--- src/logic/ifeag_pkg.sv ---
package ifeag_pkg;

  localparam int WORD_W = 16;
  localparam int NUM_GPR = 8;

  // field positions as vector indices; instruction bit 0 is vector bit 15
  localparam int OPC_MSB = 15;
  localparam int OPC_LSB = 11;
  localparam int R1_MSB = 10;
  localparam int R1_LSB = 8;
  localparam int R2_MSB = 7;
  localparam int R2_LSB = 5;
  localparam int FN5_MSB = 4;
  localparam int FN5_LSB = 0;
  localparam int FN4_MSB = 3;
  localparam int FN4_LSB = 0;
  localparam int FN2_MSB = 1;
  localparam int FN2_LSB = 0;
  localparam int IND_BIT = 4;
  localparam int RB2_MSB = 7;
  localparam int RB2_LSB = 6;
  localparam int AM1_MSB = 5;
  localparam int AM1_LSB = 4;
  localparam int AM2_MSB = 3;
  localparam int AM2_LSB = 2;
  localparam int WDS_RB_MSB = 6;
  localparam int WDS_RB_LSB = 5;
  localparam int WDS_MSB = 4;
  localparam int WDS_LSB = 0;
  localparam int WDL_MSB = 7;
  localparam int WDL_LSB = 0;
  localparam int PARAM_MSB = 7;
  localparam int PARAM_LSB = 0;
  localparam int SHIFT_MSB = 3;
  localparam int SHIFT_LSB = 0;

  // known group codes and function values
  localparam logic [4:0] OPC_RR_GROUP = 5'h0E;
  localparam logic [4:0] OPC_BAL = 5'h0D;
  localparam logic [4:0] OPC_CB = 5'h18;
  localparam logic [4:0] FUNC_ADD_WORD = 5'h08;
  localparam logic [2:0] FUNC_W5 = 3'h5;
  localparam logic [2:0] FUNC_W4 = 3'h4;
  localparam logic [2:0] FUNC_W2 = 3'h2;

  // address mode codes
  localparam logic [1:0] AM_BASE = 2'h0;
  localparam logic [1:0] AM_POST_INC = 2'h1;
  localparam logic [1:0] AM_APPEND = 2'h2;
  localparam logic [1:0] AM_INDIRECT = 2'h3;

  localparam logic [15:0] CTRL_BLOCK_INC = 16'h0002;
  localparam logic [15:0] EVEN_MASK = 16'hFFFE;
  localparam logic [2:0] NO_BASE = 3'h0;

  typedef enum logic [3:0] {
    FMT_RR, FMT_REG_IMM, FMT_PARAM, FMT_SHIFT, FMT_LONG,
    FMT_ARG4, FMT_ARG5_4, FMT_STOR_IMM, FMT_WD_SHORT, FMT_WD_LONG
  } ifeag_fmt_t;

  typedef enum logic [1:0] {OPK_NONE, OPK_ARG, OPK_DISP} ifeag_opk_t;

  typedef enum logic [1:0] {S_IDLE, S_APPEND, S_EA, S_MEM} ifeag_state_t;

  typedef struct packed {
    ifeag_opk_t kind;
    logic [2:0] base_register_select;
    logic [1:0] address_mode_field;
    logic [15:0] disp;
  } ifeag_opnd_t;

  typedef struct packed {
    ifeag_fmt_t fmt;
    logic [4:0] opcode;
    logic [4:0] func;
    logic [2:0] func_width;
    logic [2:0] first_register_field;
    logic [2:0] second_register_field;
    logic [7:0] param;
    logic [3:0] shift_count;
    logic add_word_op;
    logic imm_word;
    logic [1:0] n_words;
    ifeag_opnd_t [1:0] opnd;
  } ifeag_dec_t;

  typedef struct packed {
    ifeag_fmt_t fmt;
    logic ctrl_block;
    logic [2:0] opnd_bytes;
  } ifeag_hint_t;

  typedef struct packed {
    ifeag_dec_t dec;
    logic [15:0] immediate;
    logic [1:0][15:0] ea;
    logic ctrl_block;
  } ifeag_result_t;

  typedef logic [NUM_GPR-1:0][WORD_W-1:0] ifeag_gpr_t;

  typedef struct packed {
    ifeag_state_t state;
    ifeag_dec_t dec;
    ifeag_hint_t hint;
    logic [1:0][15:0] app;
    logic [1:0] widx;
    logic opi;
    logic [15:0] mem_addr;
    logic [15:0] mem_off;
    logic reg_we;
    logic [2:0] reg_waddr;
    logic [15:0] reg_wdata;
    ifeag_result_t res;
    logic res_valid;
  } ifeag_st_t;

endpackage : ifeag_pkg

--- src/logic/ifeag_field_dec.sv ---
`timescale 1ns/10ps
module ifeag_field_dec
  import ifeag_pkg::*;
(
  // first instruction word and predecode hint
  input wire logic [WORD_W-1:0] i_word,
  input wire ifeag_fmt_t i_fmt_hint,
  // decoded fields
  output ifeag_dec_t o_dec
);

  // known group codes win over the hint
  function automatic ifeag_fmt_t fmt_of(input logic [4:0] opc, input ifeag_fmt_t hint);
    case (opc)
      OPC_RR_GROUP: fmt_of = FMT_RR;
      OPC_BAL: fmt_of = FMT_LONG;
      OPC_CB: fmt_of = FMT_ARG4;
      default: fmt_of = hint;
    endcase
  endfunction : fmt_of

  function automatic ifeag_opnd_t arg_opnd(input logic [2:0] base, input logic [1:0] mode);
    arg_opnd = '0;
    arg_opnd.kind = OPK_ARG;
    arg_opnd.base_register_select = base;
    arg_opnd.address_mode_field = mode;
  endfunction : arg_opnd

  ifeag_dec_t d;
  ifeag_fmt_t fmt;

  always_comb begin
    d = '0;
    fmt = fmt_of(i_word[OPC_MSB:OPC_LSB], i_fmt_hint);
    d.fmt = fmt;
    d.opcode = i_word[OPC_MSB:OPC_LSB];
    case (fmt)
      FMT_RR: begin
        d.first_register_field = i_word[R1_MSB:R1_LSB];
        d.second_register_field = i_word[R2_MSB:R2_LSB];
        d.func = i_word[FN5_MSB:FN5_LSB];
        d.func_width = FUNC_W5;
        d.add_word_op = (d.opcode == OPC_RR_GROUP) && (d.func == FUNC_ADD_WORD);
      end
      FMT_REG_IMM: begin
        d.first_register_field = i_word[R1_MSB:R1_LSB];
        d.param = i_word[PARAM_MSB:PARAM_LSB];
      end
      FMT_PARAM: begin
        d.param = i_word[PARAM_MSB:PARAM_LSB];
      end
      FMT_SHIFT: begin
        d.first_register_field = i_word[R1_MSB:R1_LSB];
        d.shift_count = i_word[SHIFT_MSB:SHIFT_LSB];
      end
      FMT_LONG: begin
        d.second_register_field = i_word[R1_MSB:R1_LSB];
        d.first_register_field = i_word[R2_MSB:R2_LSB];
        d.func = {1'b0, i_word[FN4_MSB:FN4_LSB]};
        d.func_width = FUNC_W4;
        // no base, word is the address, indirect bit picks one storage read
        d.opnd[0] = arg_opnd(NO_BASE, {1'b1, i_word[IND_BIT]});
      end
      FMT_ARG4, FMT_STOR_IMM: begin
        d.second_register_field = i_word[R1_MSB:R1_LSB];
        d.func = {1'b0, i_word[FN4_MSB:FN4_LSB]};
        d.func_width = FUNC_W4;
        d.opnd[0] = arg_opnd({1'b0, i_word[RB2_MSB:RB2_LSB]},
                             i_word[AM1_MSB:AM1_LSB]);
        d.imm_word = (fmt == FMT_STOR_IMM);
      end
      FMT_ARG5_4: begin
        d.opnd[0] = arg_opnd(i_word[R1_MSB:R1_LSB], i_word[AM1_MSB:AM1_LSB]);
        d.opnd[1] = arg_opnd({1'b0, i_word[RB2_MSB:RB2_LSB]},
                             i_word[AM2_MSB:AM2_LSB]);
        d.func = {3'b000, i_word[FN2_MSB:FN2_LSB]};
        d.func_width = FUNC_W2;
      end
      FMT_WD_SHORT: begin
        d.opnd[0].kind = OPK_DISP;
        d.opnd[0].base_register_select = {1'b0, i_word[WDS_RB_MSB:WDS_RB_LSB]};
        d.opnd[0].disp = {10'h000, i_word[WDS_MSB:WDS_LSB], 1'b0};
      end
      FMT_WD_LONG: begin
        d.opnd[0].kind = OPK_DISP;
        d.opnd[0].base_register_select = i_word[R1_MSB:R1_LSB];
        // sign from the top field bit, then doubled
        d.opnd[0].disp = {{7{i_word[WDL_MSB]}}, i_word[WDL_MSB:WDL_LSB], 1'b0};
      end
      default: begin
        d.fmt = fmt;
      end
    endcase
    // one appended word per mode 10 or 11, plus any immediate word
    d.n_words = 2'(d.opnd[0].kind == OPK_ARG && d.opnd[0].address_mode_field[1])
              + 2'(d.opnd[1].kind == OPK_ARG && d.opnd[1].address_mode_field[1])
              + 2'(d.imm_word);
  end

  assign o_dec = d;

endmodule : ifeag_field_dec

--- src/logic/ifeag_top.sv ---
`timescale 1ns/10ps
module ifeag_top
  import ifeag_pkg::*;
#(
  parameter int GPR_COUNT = NUM_GPR
) (
  // clock and reset
  input wire logic I_CLOCK,
  input wire logic I_ARST_N,
  // instruction words from fetch
  input wire logic I_WORD_VALID,
  input wire logic [WORD_W-1:0] I_WORD,
  input wire ifeag_hint_t I_HINT,
  output logic O_WORD_READY,
  // general registers
  input wire ifeag_gpr_t I_GPR,
  output logic O_REG_WE,
  output logic [2:0] O_REG_WADDR,
  output logic [WORD_W-1:0] O_REG_WDATA,
  // main storage read
  output logic O_MEM_REQ,
  output logic [WORD_W-1:0] O_MEM_ADDR,
  input wire logic I_MEM_ACK,
  input wire logic [WORD_W-1:0] I_MEM_DATA,
  // decoded instruction
  output logic O_RESULT_VALID,
  output ifeag_result_t O_RESULT
);

  if (GPR_COUNT != NUM_GPR) begin : g_bad_gpr
    $error("register file must hold eight registers");
  end

  ifeag_st_t s_ff;
  ifeag_st_t nxt_s;
  ifeag_dec_t dec_w;
  ifeag_opnd_t op;
  logic [15:0] base_val;
  logic [15:0] app_w;
  logic [15:0] inc;
  logic app_idx;
  logic base_zero;
  logic accept;
  logic opnd_done;
  logic [15:0] opnd_ea;

  ifeag_field_dec u_dec (
    .i_word(I_WORD),
    .i_fmt_hint(I_HINT.fmt),
    .o_dec(dec_w)
  );

  assign O_WORD_READY = (s_ff.state == S_IDLE) || (s_ff.state == S_APPEND);
  assign accept = I_WORD_VALID && O_WORD_READY;
  assign op = s_ff.dec.opnd[s_ff.opi];
  assign base_val = I_GPR[op.base_register_select];
  assign base_zero = (op.base_register_select == NO_BASE);
  // second operand's word follows the first operand's word if it has one
  assign app_idx = s_ff.opi && s_ff.dec.opnd[0].kind == OPK_ARG
                   && s_ff.dec.opnd[0].address_mode_field[1];
  assign app_w = s_ff.app[app_idx];
  assign inc = s_ff.hint.ctrl_block ? CTRL_BLOCK_INC : {13'h0000, s_ff.hint.opnd_bytes};

  always_comb begin
    nxt_s = s_ff;
    nxt_s.reg_we = 1'b0;
    nxt_s.res_valid = 1'b0;
    opnd_done = 1'b0;
    opnd_ea = '0;
    case (s_ff.state)
      S_IDLE: begin
        if (I_WORD_VALID) begin
          nxt_s.dec = dec_w;
          nxt_s.hint = I_HINT;
          nxt_s.widx = '0;
          nxt_s.opi = 1'b0;
          nxt_s.res.immediate = '0;
          nxt_s.res.ea = '0;
          // immediate shift and one-word forms go straight on
          nxt_s.state = (dec_w.n_words != 2'h0) ? S_APPEND : S_EA;
        end
      end
      S_APPEND: begin
        if (I_WORD_VALID) begin
          nxt_s.app[s_ff.widx[0]] = I_WORD;
          nxt_s.widx = s_ff.widx + 2'h1;
          if (2'(s_ff.widx + 2'h1) == s_ff.dec.n_words) begin
            nxt_s.state = S_EA;
            // immediate always rides in the last word
            if (s_ff.dec.imm_word) begin
              nxt_s.res.immediate = I_WORD;
            end
          end
        end
      end
      S_EA: begin
        case (op.kind)
          OPK_DISP: begin
            opnd_ea = 16'(base_val + op.disp);
            opnd_done = 1'b1;
          end
          OPK_ARG: begin
            case (op.address_mode_field)
              AM_BASE: begin
                opnd_ea = base_val;
                opnd_done = 1'b1;
              end
              AM_POST_INC: begin
                opnd_ea = base_val;
                nxt_s.reg_we = 1'b1;
                nxt_s.reg_waddr = op.base_register_select;
                nxt_s.reg_wdata = 16'(base_val + inc);
                opnd_done = 1'b1;
              end
              AM_APPEND: begin
                opnd_ea = base_zero ? app_w : 16'(base_val + app_w);
                opnd_done = 1'b1;
              end
              default: begin
                // indirect: one storage read, then the high byte as offset on top when a base is given
                if (base_zero) begin
                  nxt_s.mem_addr = app_w & EVEN_MASK;
                  nxt_s.mem_off = '0;
                end else begin
                  nxt_s.mem_addr = 16'(base_val + {8'h00, app_w[7:0]});
                  nxt_s.mem_off = {8'h00, app_w[15:8]};
                end
                nxt_s.state = S_MEM;
              end
            endcase
          end
          default: begin
            opnd_done = 1'b1;
          end
        endcase
      end
      S_MEM: begin
        if (I_MEM_ACK) begin
          opnd_ea = 16'(I_MEM_DATA + s_ff.mem_off);
          opnd_done = 1'b1;
        end
      end
      default: begin
        nxt_s.state = S_IDLE;
      end
    endcase
    if (opnd_done) begin
      nxt_s.res.ea[s_ff.opi] = opnd_ea;
      if (!s_ff.opi && s_ff.dec.opnd[1].kind != OPK_NONE) begin
        nxt_s.opi = 1'b1;
        nxt_s.state = S_EA;
      end else begin
        nxt_s.state = S_IDLE;
        nxt_s.res.dec = s_ff.dec;
        nxt_s.res.ctrl_block = s_ff.hint.ctrl_block;
        nxt_s.res_valid = 1'b1;
      end
    end
  end

  always_ff @(posedge I_CLOCK or negedge I_ARST_N) begin
    if (!I_ARST_N) begin
      s_ff <= '0;
    end else begin
      s_ff <= nxt_s;
    end
  end

  // storage read is held until acknowledged; no timeout, storage must answer
  assign O_MEM_REQ = (s_ff.state == S_MEM);
  assign O_MEM_ADDR = s_ff.mem_addr;
  assign O_REG_WE = s_ff.reg_we;
  assign O_REG_WADDR = s_ff.reg_waddr;
  assign O_REG_WDATA = s_ff.reg_wdata;
  assign O_RESULT_VALID = s_ff.res_valid;
  assign O_RESULT = s_ff.res;

  // helper: appended words taken per instruction (first word not counted), read only by checks
  logic [1:0] seen_ff;
  always_ff @(posedge I_CLOCK or negedge I_ARST_N) begin
    if (!I_ARST_N) begin
      seen_ff <= '0;
    end else if (accept && s_ff.state == S_IDLE) begin
      seen_ff <= '0;
    end else if (accept) begin
      seen_ff <= seen_ff + 2'h1;
    end
  end
endmodule : ifeag_top

--- config.mk ---
export PLATFORM = sky130hd
export DESIGN_NAME = ifeag_top
export DESIGN_NICKNAME = d
export VERILOG_FILES = /design/src/logic/ifeag_pkg.sv /design/src/logic/ifeag_field_dec.sv /design/src/logic/ifeag_top.sv
export SDC_FILE = /design/constraint.sdc
export NUM_CORES = 1
export LEC_CHECK = 0
export BUFFER_PORTS_ARGS = -buffer_cell sky130_fd_sc_hd__buf_2
export CELL_PAD_IN_SITES_DETAIL_PLACEMENT = 1
export CELL_PAD_IN_SITES_GLOBAL_PLACEMENT = 1
export CORE_AREA = 2 2 203 205
export DETAILED_ROUTE_END_ITERATION = 10
export DIE_AREA = 0 0 205 207
export MAX_ROUTING_LAYER = met4
export PLACE_DENSITY_LB_ADDON = 0.1
export SLEW_MARGIN = 25
export SYNTH_ARGS = -nofsm -noshare
export SYNTH_HDL_FRONTEND = slang
export SYNTH_HIERARCHICAL = 1
export SYNTH_SLANG_ARGS = --single-unit
--- constraint.sdc ---
create_clock -name I_CLOCK -period 7 [get_ports I_CLOCK]
set_clock_uncertainty 0.05 [all_clocks]
set_input_delay 0.35 -clock I_CLOCK [delete_from_list [all_inputs] [get_ports I_CLOCK]]
set_output_delay 0.35 -clock I_CLOCK [all_outputs]
set_load 0.02 [all_outputs]
# After elaboration in Yosys (flattened, before gate mapping)
# Cells that the tools add are included.
# W data, S select, Z words.
word_totals:
  ff_bits: 317
  out_inout_bits: 173
op_classes:
  n_mux: 61
  n_bitwise: 2
  n_eq_ne: 33
  n_reduce_logical: 33
  order_cmp: 6
  n_addsub: 8
op_table:
  columns: ["op", "n"]
  rows:
  - ["$mux W16", 10]
  - ["$pmux W16 S2", 5]
  - ["$mux W95", 1]
  - ["$bwmux W32", 2]
  - ["$mux W32", 2]
  - ["$mux W20", 3]
  - ["$add A16 B16 Y16", 3]
  - ["$bmux W16 S3", 1]
  - ["$mux W48", 1]
  - ["$mux W23", 2]
  - ["$mux W34", 1]
  - ["$demux W16 S1", 2]
  - ["$pmux W5 S5", 1]
  - ["$pmux W8 S3", 1]
  - ["$mux W22", 1]
  - ["$mux W2", 9]
  - ["$add A16 B3 Y16", 1]
  - ["$add A16 B8 Y16", 1]
  - ["$eq A4 B3 Y1 const B", 4]
  - ["$eq A5 B4 Y1 const B", 3]
  - ["$ne A3 B3 Y1 const B", 4]
  - ["$pmux W3 S2", 2]
  - ["$pmux W4 S3", 1]
  - ["$reduce_or A3 Y1", 4]
  - ["38 further kinds", 78]

# Longest topological paths before layout
depth:
  word_depth: 14
  depth_mapped: 23
  mapped_depth_nobuf: 19

# Hierarchy
# Netlist, hierarchy kept.
by_module_without_submodules:
  columns: ["module", "instances", "area_per_inst_um2", "seq_area_each_um2", "cells_per_inst"]
  rows:
  - ["ifeag_top", 1, 17838.4, 7632.3, 1904]
  - ["ifeag_field_dec", 1, 945.9, 0.0, 136]

# Worst setup path before layout
# OpenSTA, ideal clock, no wires.
synth_timing:
  kind: "register -> register"
  start: "reg s_ff[187] in the netlist's numbering"
  end: "reg s_ff, in the netlist O_RESULT[15]"
  arrival_ns: 4.361
  path_stages_with_launch: 21
  n_path_buf: 6
  setup_time_ns: 0.135
  path_slack_ns: 2.455
  cell_sequence: "dfrtp_1 > buf_6 > buf_2 > buf_2 > buf_2 > buf_1 > buf_1 > mux2_2 > ha_1 > ha_1 > a21oi_1 > nor2b_1 > a21boi_0 > or2_2 > a41oi_1 > or3_1 > nand4_1 > nand2_1 > xor2_1 > a221oi_1 > o21ai_0"
synth_lines:
  columns: ["item", "line", "text"]
  rows:
  - ["start: declaration", "ifeag_top.sv:34", "ifeag_st_t s_ff;"]
  - ["start signal: assignment", "ifeag_top.sv:165", "s_ff <= nxt_s;"]

==> metrics.cfg <==
[placed_design]
placed_cells = 2655
port_buffers = 344
place_hpwl_um = 48800
gp_congestion = 0.907
place_area_um2 = 19500

[setup_path]
crit_top_cell = mux2i_1
path_delay_family = multiplexers
path_depth = 17
arrival_ns = 6.11
regToRegEndpoint = O_RESULT[13]
crit_path_end_kind = register
crit_fanout = 36
cp_num_buf_inv = 1
critical_path_class = register to register
crit_chain = mux2_4 > mux2i_1 > mux2i_1 > mux2i_1 > inv_1 > ha_1 > and2_1 > a221oi_1 > a21boi_0 > or2_2 > a41oi_1 > or3_1 > nand2_1 > xor2_1 > o22ai_1 > a211oi_1 > o21ai_0
r2r.worst_path.cells = 17
r2r_start = s_ff[271]
crit_path_max_incr_delay_ns = 0.78
start_kind = register
required_ns = 7.34
rrSetupSlack_ns = 1.22
startpoint = s_ff[271]
slowest_stage = dfrtp_1
endpoint = O_RESULT[13]

[global_route]
grt_pass1_vias = 16123
grt_max_degree = 153
antenna_found_initial = 7
grt_pass1_wl_um = 98000
grt_overflow = 0
track_usage_pct = 31.2

[detailed_routing]
drt_iter0_drc = 943
vias_per_cell = 5.61
wl_per_cell_um = 23.9
vias = 15263
wl_um = 64900
dr.pass1.iters = 5
drc = 0
postRouteAntennaNets = 0

[cells_and_area]
syn_to_final_growth_pct = 9.71
seqCellArea_um2 = 7630
multi_input_area_um2 = 9110
mostFrequentLayoutCells = nand2_1 (472), buf_2 (343), dfrtp_1 (304)
final_common_cell = nand2_1
stdcell_count = 2720
fin_area_um2 = 20600
fillers = 4738
final_layout_size_suffix_gt1_share_pct = 28.6
final_nets = 2382

[clock_network]
clk_latency_ns = 0.54
cts_sinks = 305
cts_max_level = 2
cts_buffer_depth = 3
path_clk_slew_ns = 0.06
numCtsBuffers = 34
cts_resized = 0
clock-root-buffer = clkbuf_16
cts_tree = done

[sta]
period_share_pct = 82.5
tns_ns = 0
fmax_ghz = 0.173
worst_pin_slew_ns = 1.02
finalCriticalPeriod_ns = 5.78
setup_violations = 0
hold_viol = 0
rsz0062_at_grt = false
report.final.slew_viol_count = 0
slew_headroom_pct = 32.0

[logic_synthesis]
synth_area_leader_cell = dfrtp_1
ys_seq_area_share_pct = 40.6
ys_ff_latch = 305
synth_area_um2 = 18800
yosysUniqueCellTypes = 100
synth_top_area_share_pct = 40.6
syn_inst = 2040
synth_area_leaders = dfrtp_1 (41%), nand2_1 (9.5%), mux2_2 (9.0%)
synth.avg_cell_area_um2 = 9.21
yosys_warnings = 6
synthArstFlopShare_pct = 100
synth_edf_count = 0
synth-main-ff-cell = dfrtp_1

[floorplanning]
ios = 345
fp.dieArea_um2 = 42400
row_count = 74
coreArea_um2 = 40400
die_w_um = 205
fp.dieH_um = 207
initial_utilization_pct = 46.5

[power]
vdd_drop_max_mv = 0.222
combPwrFrac_pct = 58.7
power.switching_mw = 5.47
swShare_pct = 49.3
power_density_nw_per_um2 = 538
power_leakage_nw = 10.5
pwr-share-clk_pct = 16.0
p_int_mw = 5.62
p_seq_share_pct = 25.4

[flow_run]
cap_violations = 0

[worst_hold_path]
hold_path_class = primary input to register

[outcome]
outcome = completed

-- metrics by stage --
step                      setup WS [ns]  power, mW  util [%]  hold slack (ns)
after floorplan                    2.45       7.54         -          0.00441
after global placement             1.37       9.15      48.2            0.334
after detailed placement           1.17       9.28      48.3            0.341
after CTS                          1.15       11.1      51.0          0.00859
after global routing              0.840       11.8      51.1           0.0232
final                              1.22       11.1      51.1           0.0266
-- power groups by stage --
stage                     Combinational [mW]  Sequential (mW)  Clock (mW)
after floorplan                         4.90             2.63           0
after global placement                  6.34             2.81           0
after detailed placement                6.44             2.84           0
after CTS                               6.49             2.82        1.81
after global routing                    7.04             2.89        1.86
final                                   6.51             2.82        1.77
-- repair_timing --
action,4_1_cts,5_1_grt
endpoints found under the hold margin,83,0
hold buffers,1,0
buffers inserted,0,0
-- state kept, by name (all words and copies together), names as in the netlist --
signal          cells
O_RESULT_VALID      1
O_REG_WADDR         3
O_RESULT          134
O_REG_WE            1
s_ff              134
O_REG_WDATA        16
O_MEM_ADDR         16
-- worst min path at each step --
stage / start / endpoint / depth (start not counted)
2_1_floorplan: I_ARST_N / O_MEM_ADDR[0] / 0
3_3_place_gp: I_ARST_N / O_RESULT[105] / 1
3_5_place_dp: I_ARST_N / O_RESULT[105] / 1
4_1_cts: I_HINT[1] / s_ff[223] / 2
5_1_grt: I_HINT[1] / s_ff[223] / 2
6_report: I_HINT[1] / s_ff[223] / 2
-- cells in the mapped netlist, drive strengths merged, types with 21 or more instances --
| master | number |
|---|---|
| o21ai | 104 |
| nor2 | 57 |
| ha | 47 |
| nand3 | 76 |
| a21oi | 74 |
| buf | 238 |
| mux2 | 151 |
| xnor2 | 39 |
| xor2 | 21 |
| and3 | 25 |
| nand2 | 477 |
| mux2i | 50 |
| nor3 | 21 |
| inv | 49 |
| dfrtp | 305 |
| clkbuf | 59 |
| and2 | 32 |
-- worst reg2reg max path: stages, from the launching register on --
cell	delay (ns)
dfrtp_1	0.78
mux2_4	0.63
mux2i_1	0.44
mux2i_1	0.13
mux2i_1	0.44
inv_1	0.27
ha_1	0.38
and2_1	0.19
a221oi_1	0.42
a21boi_0	0.29
or2_2	0.17
a41oi_1	0.16
or3_1	0.38
nand2_1	0.09
xor2_1	0.15
o22ai_1	0.12
a211oi_1	0.38
o21ai_0	0.19
-- cell type report --
| type | instances | share of cell area, % |
|---|---|---|
| repair buffers | 364 | 9.34 |
| multi-input cells | 1407 | 44.2 |
| flip-flops and latches | 305 | 37.0 |
| inverters | 49 | 0.905 |
| diodes | 6 | 0.0729 |
| clock inverters | 12 | 0.674 |
| clock buffers | 45 | 4.53 |
| well taps | 532 | 3.23 |
-- kinds of logic after synthesis --
| kind of cell | share of synthesized area, % |
|---|---|
| AND/OR/NAND/NOR | 17.4 |
| buffers and inverters | 11.4 |
| AO/OA/AOI/OAI | 12.4 |
| flip-flops | 40.6 |
| multiplexers | 11.9 |
| XOR/XNOR | 2.80 |
| adder cells (fa/ha/maj) | 3.40 |
| other | 0.0200 |
-- metal layers --
| layer | GRT usage, % | vias to the layer above | wire length [um] |
|---|---|---|---|
| met5 | - | - | 0 |
| met4 | 11.2 | 0 | 2480 |
| li1 | - | 7028 | - |
| met3 | 5.59 | 100 | 4030 |
| met1 | 38.4 | 7672 | 27000 |
| met2 | 51.5 | 463 | 31500 |
Note: power is estimated with default switching activity, not from simulation.
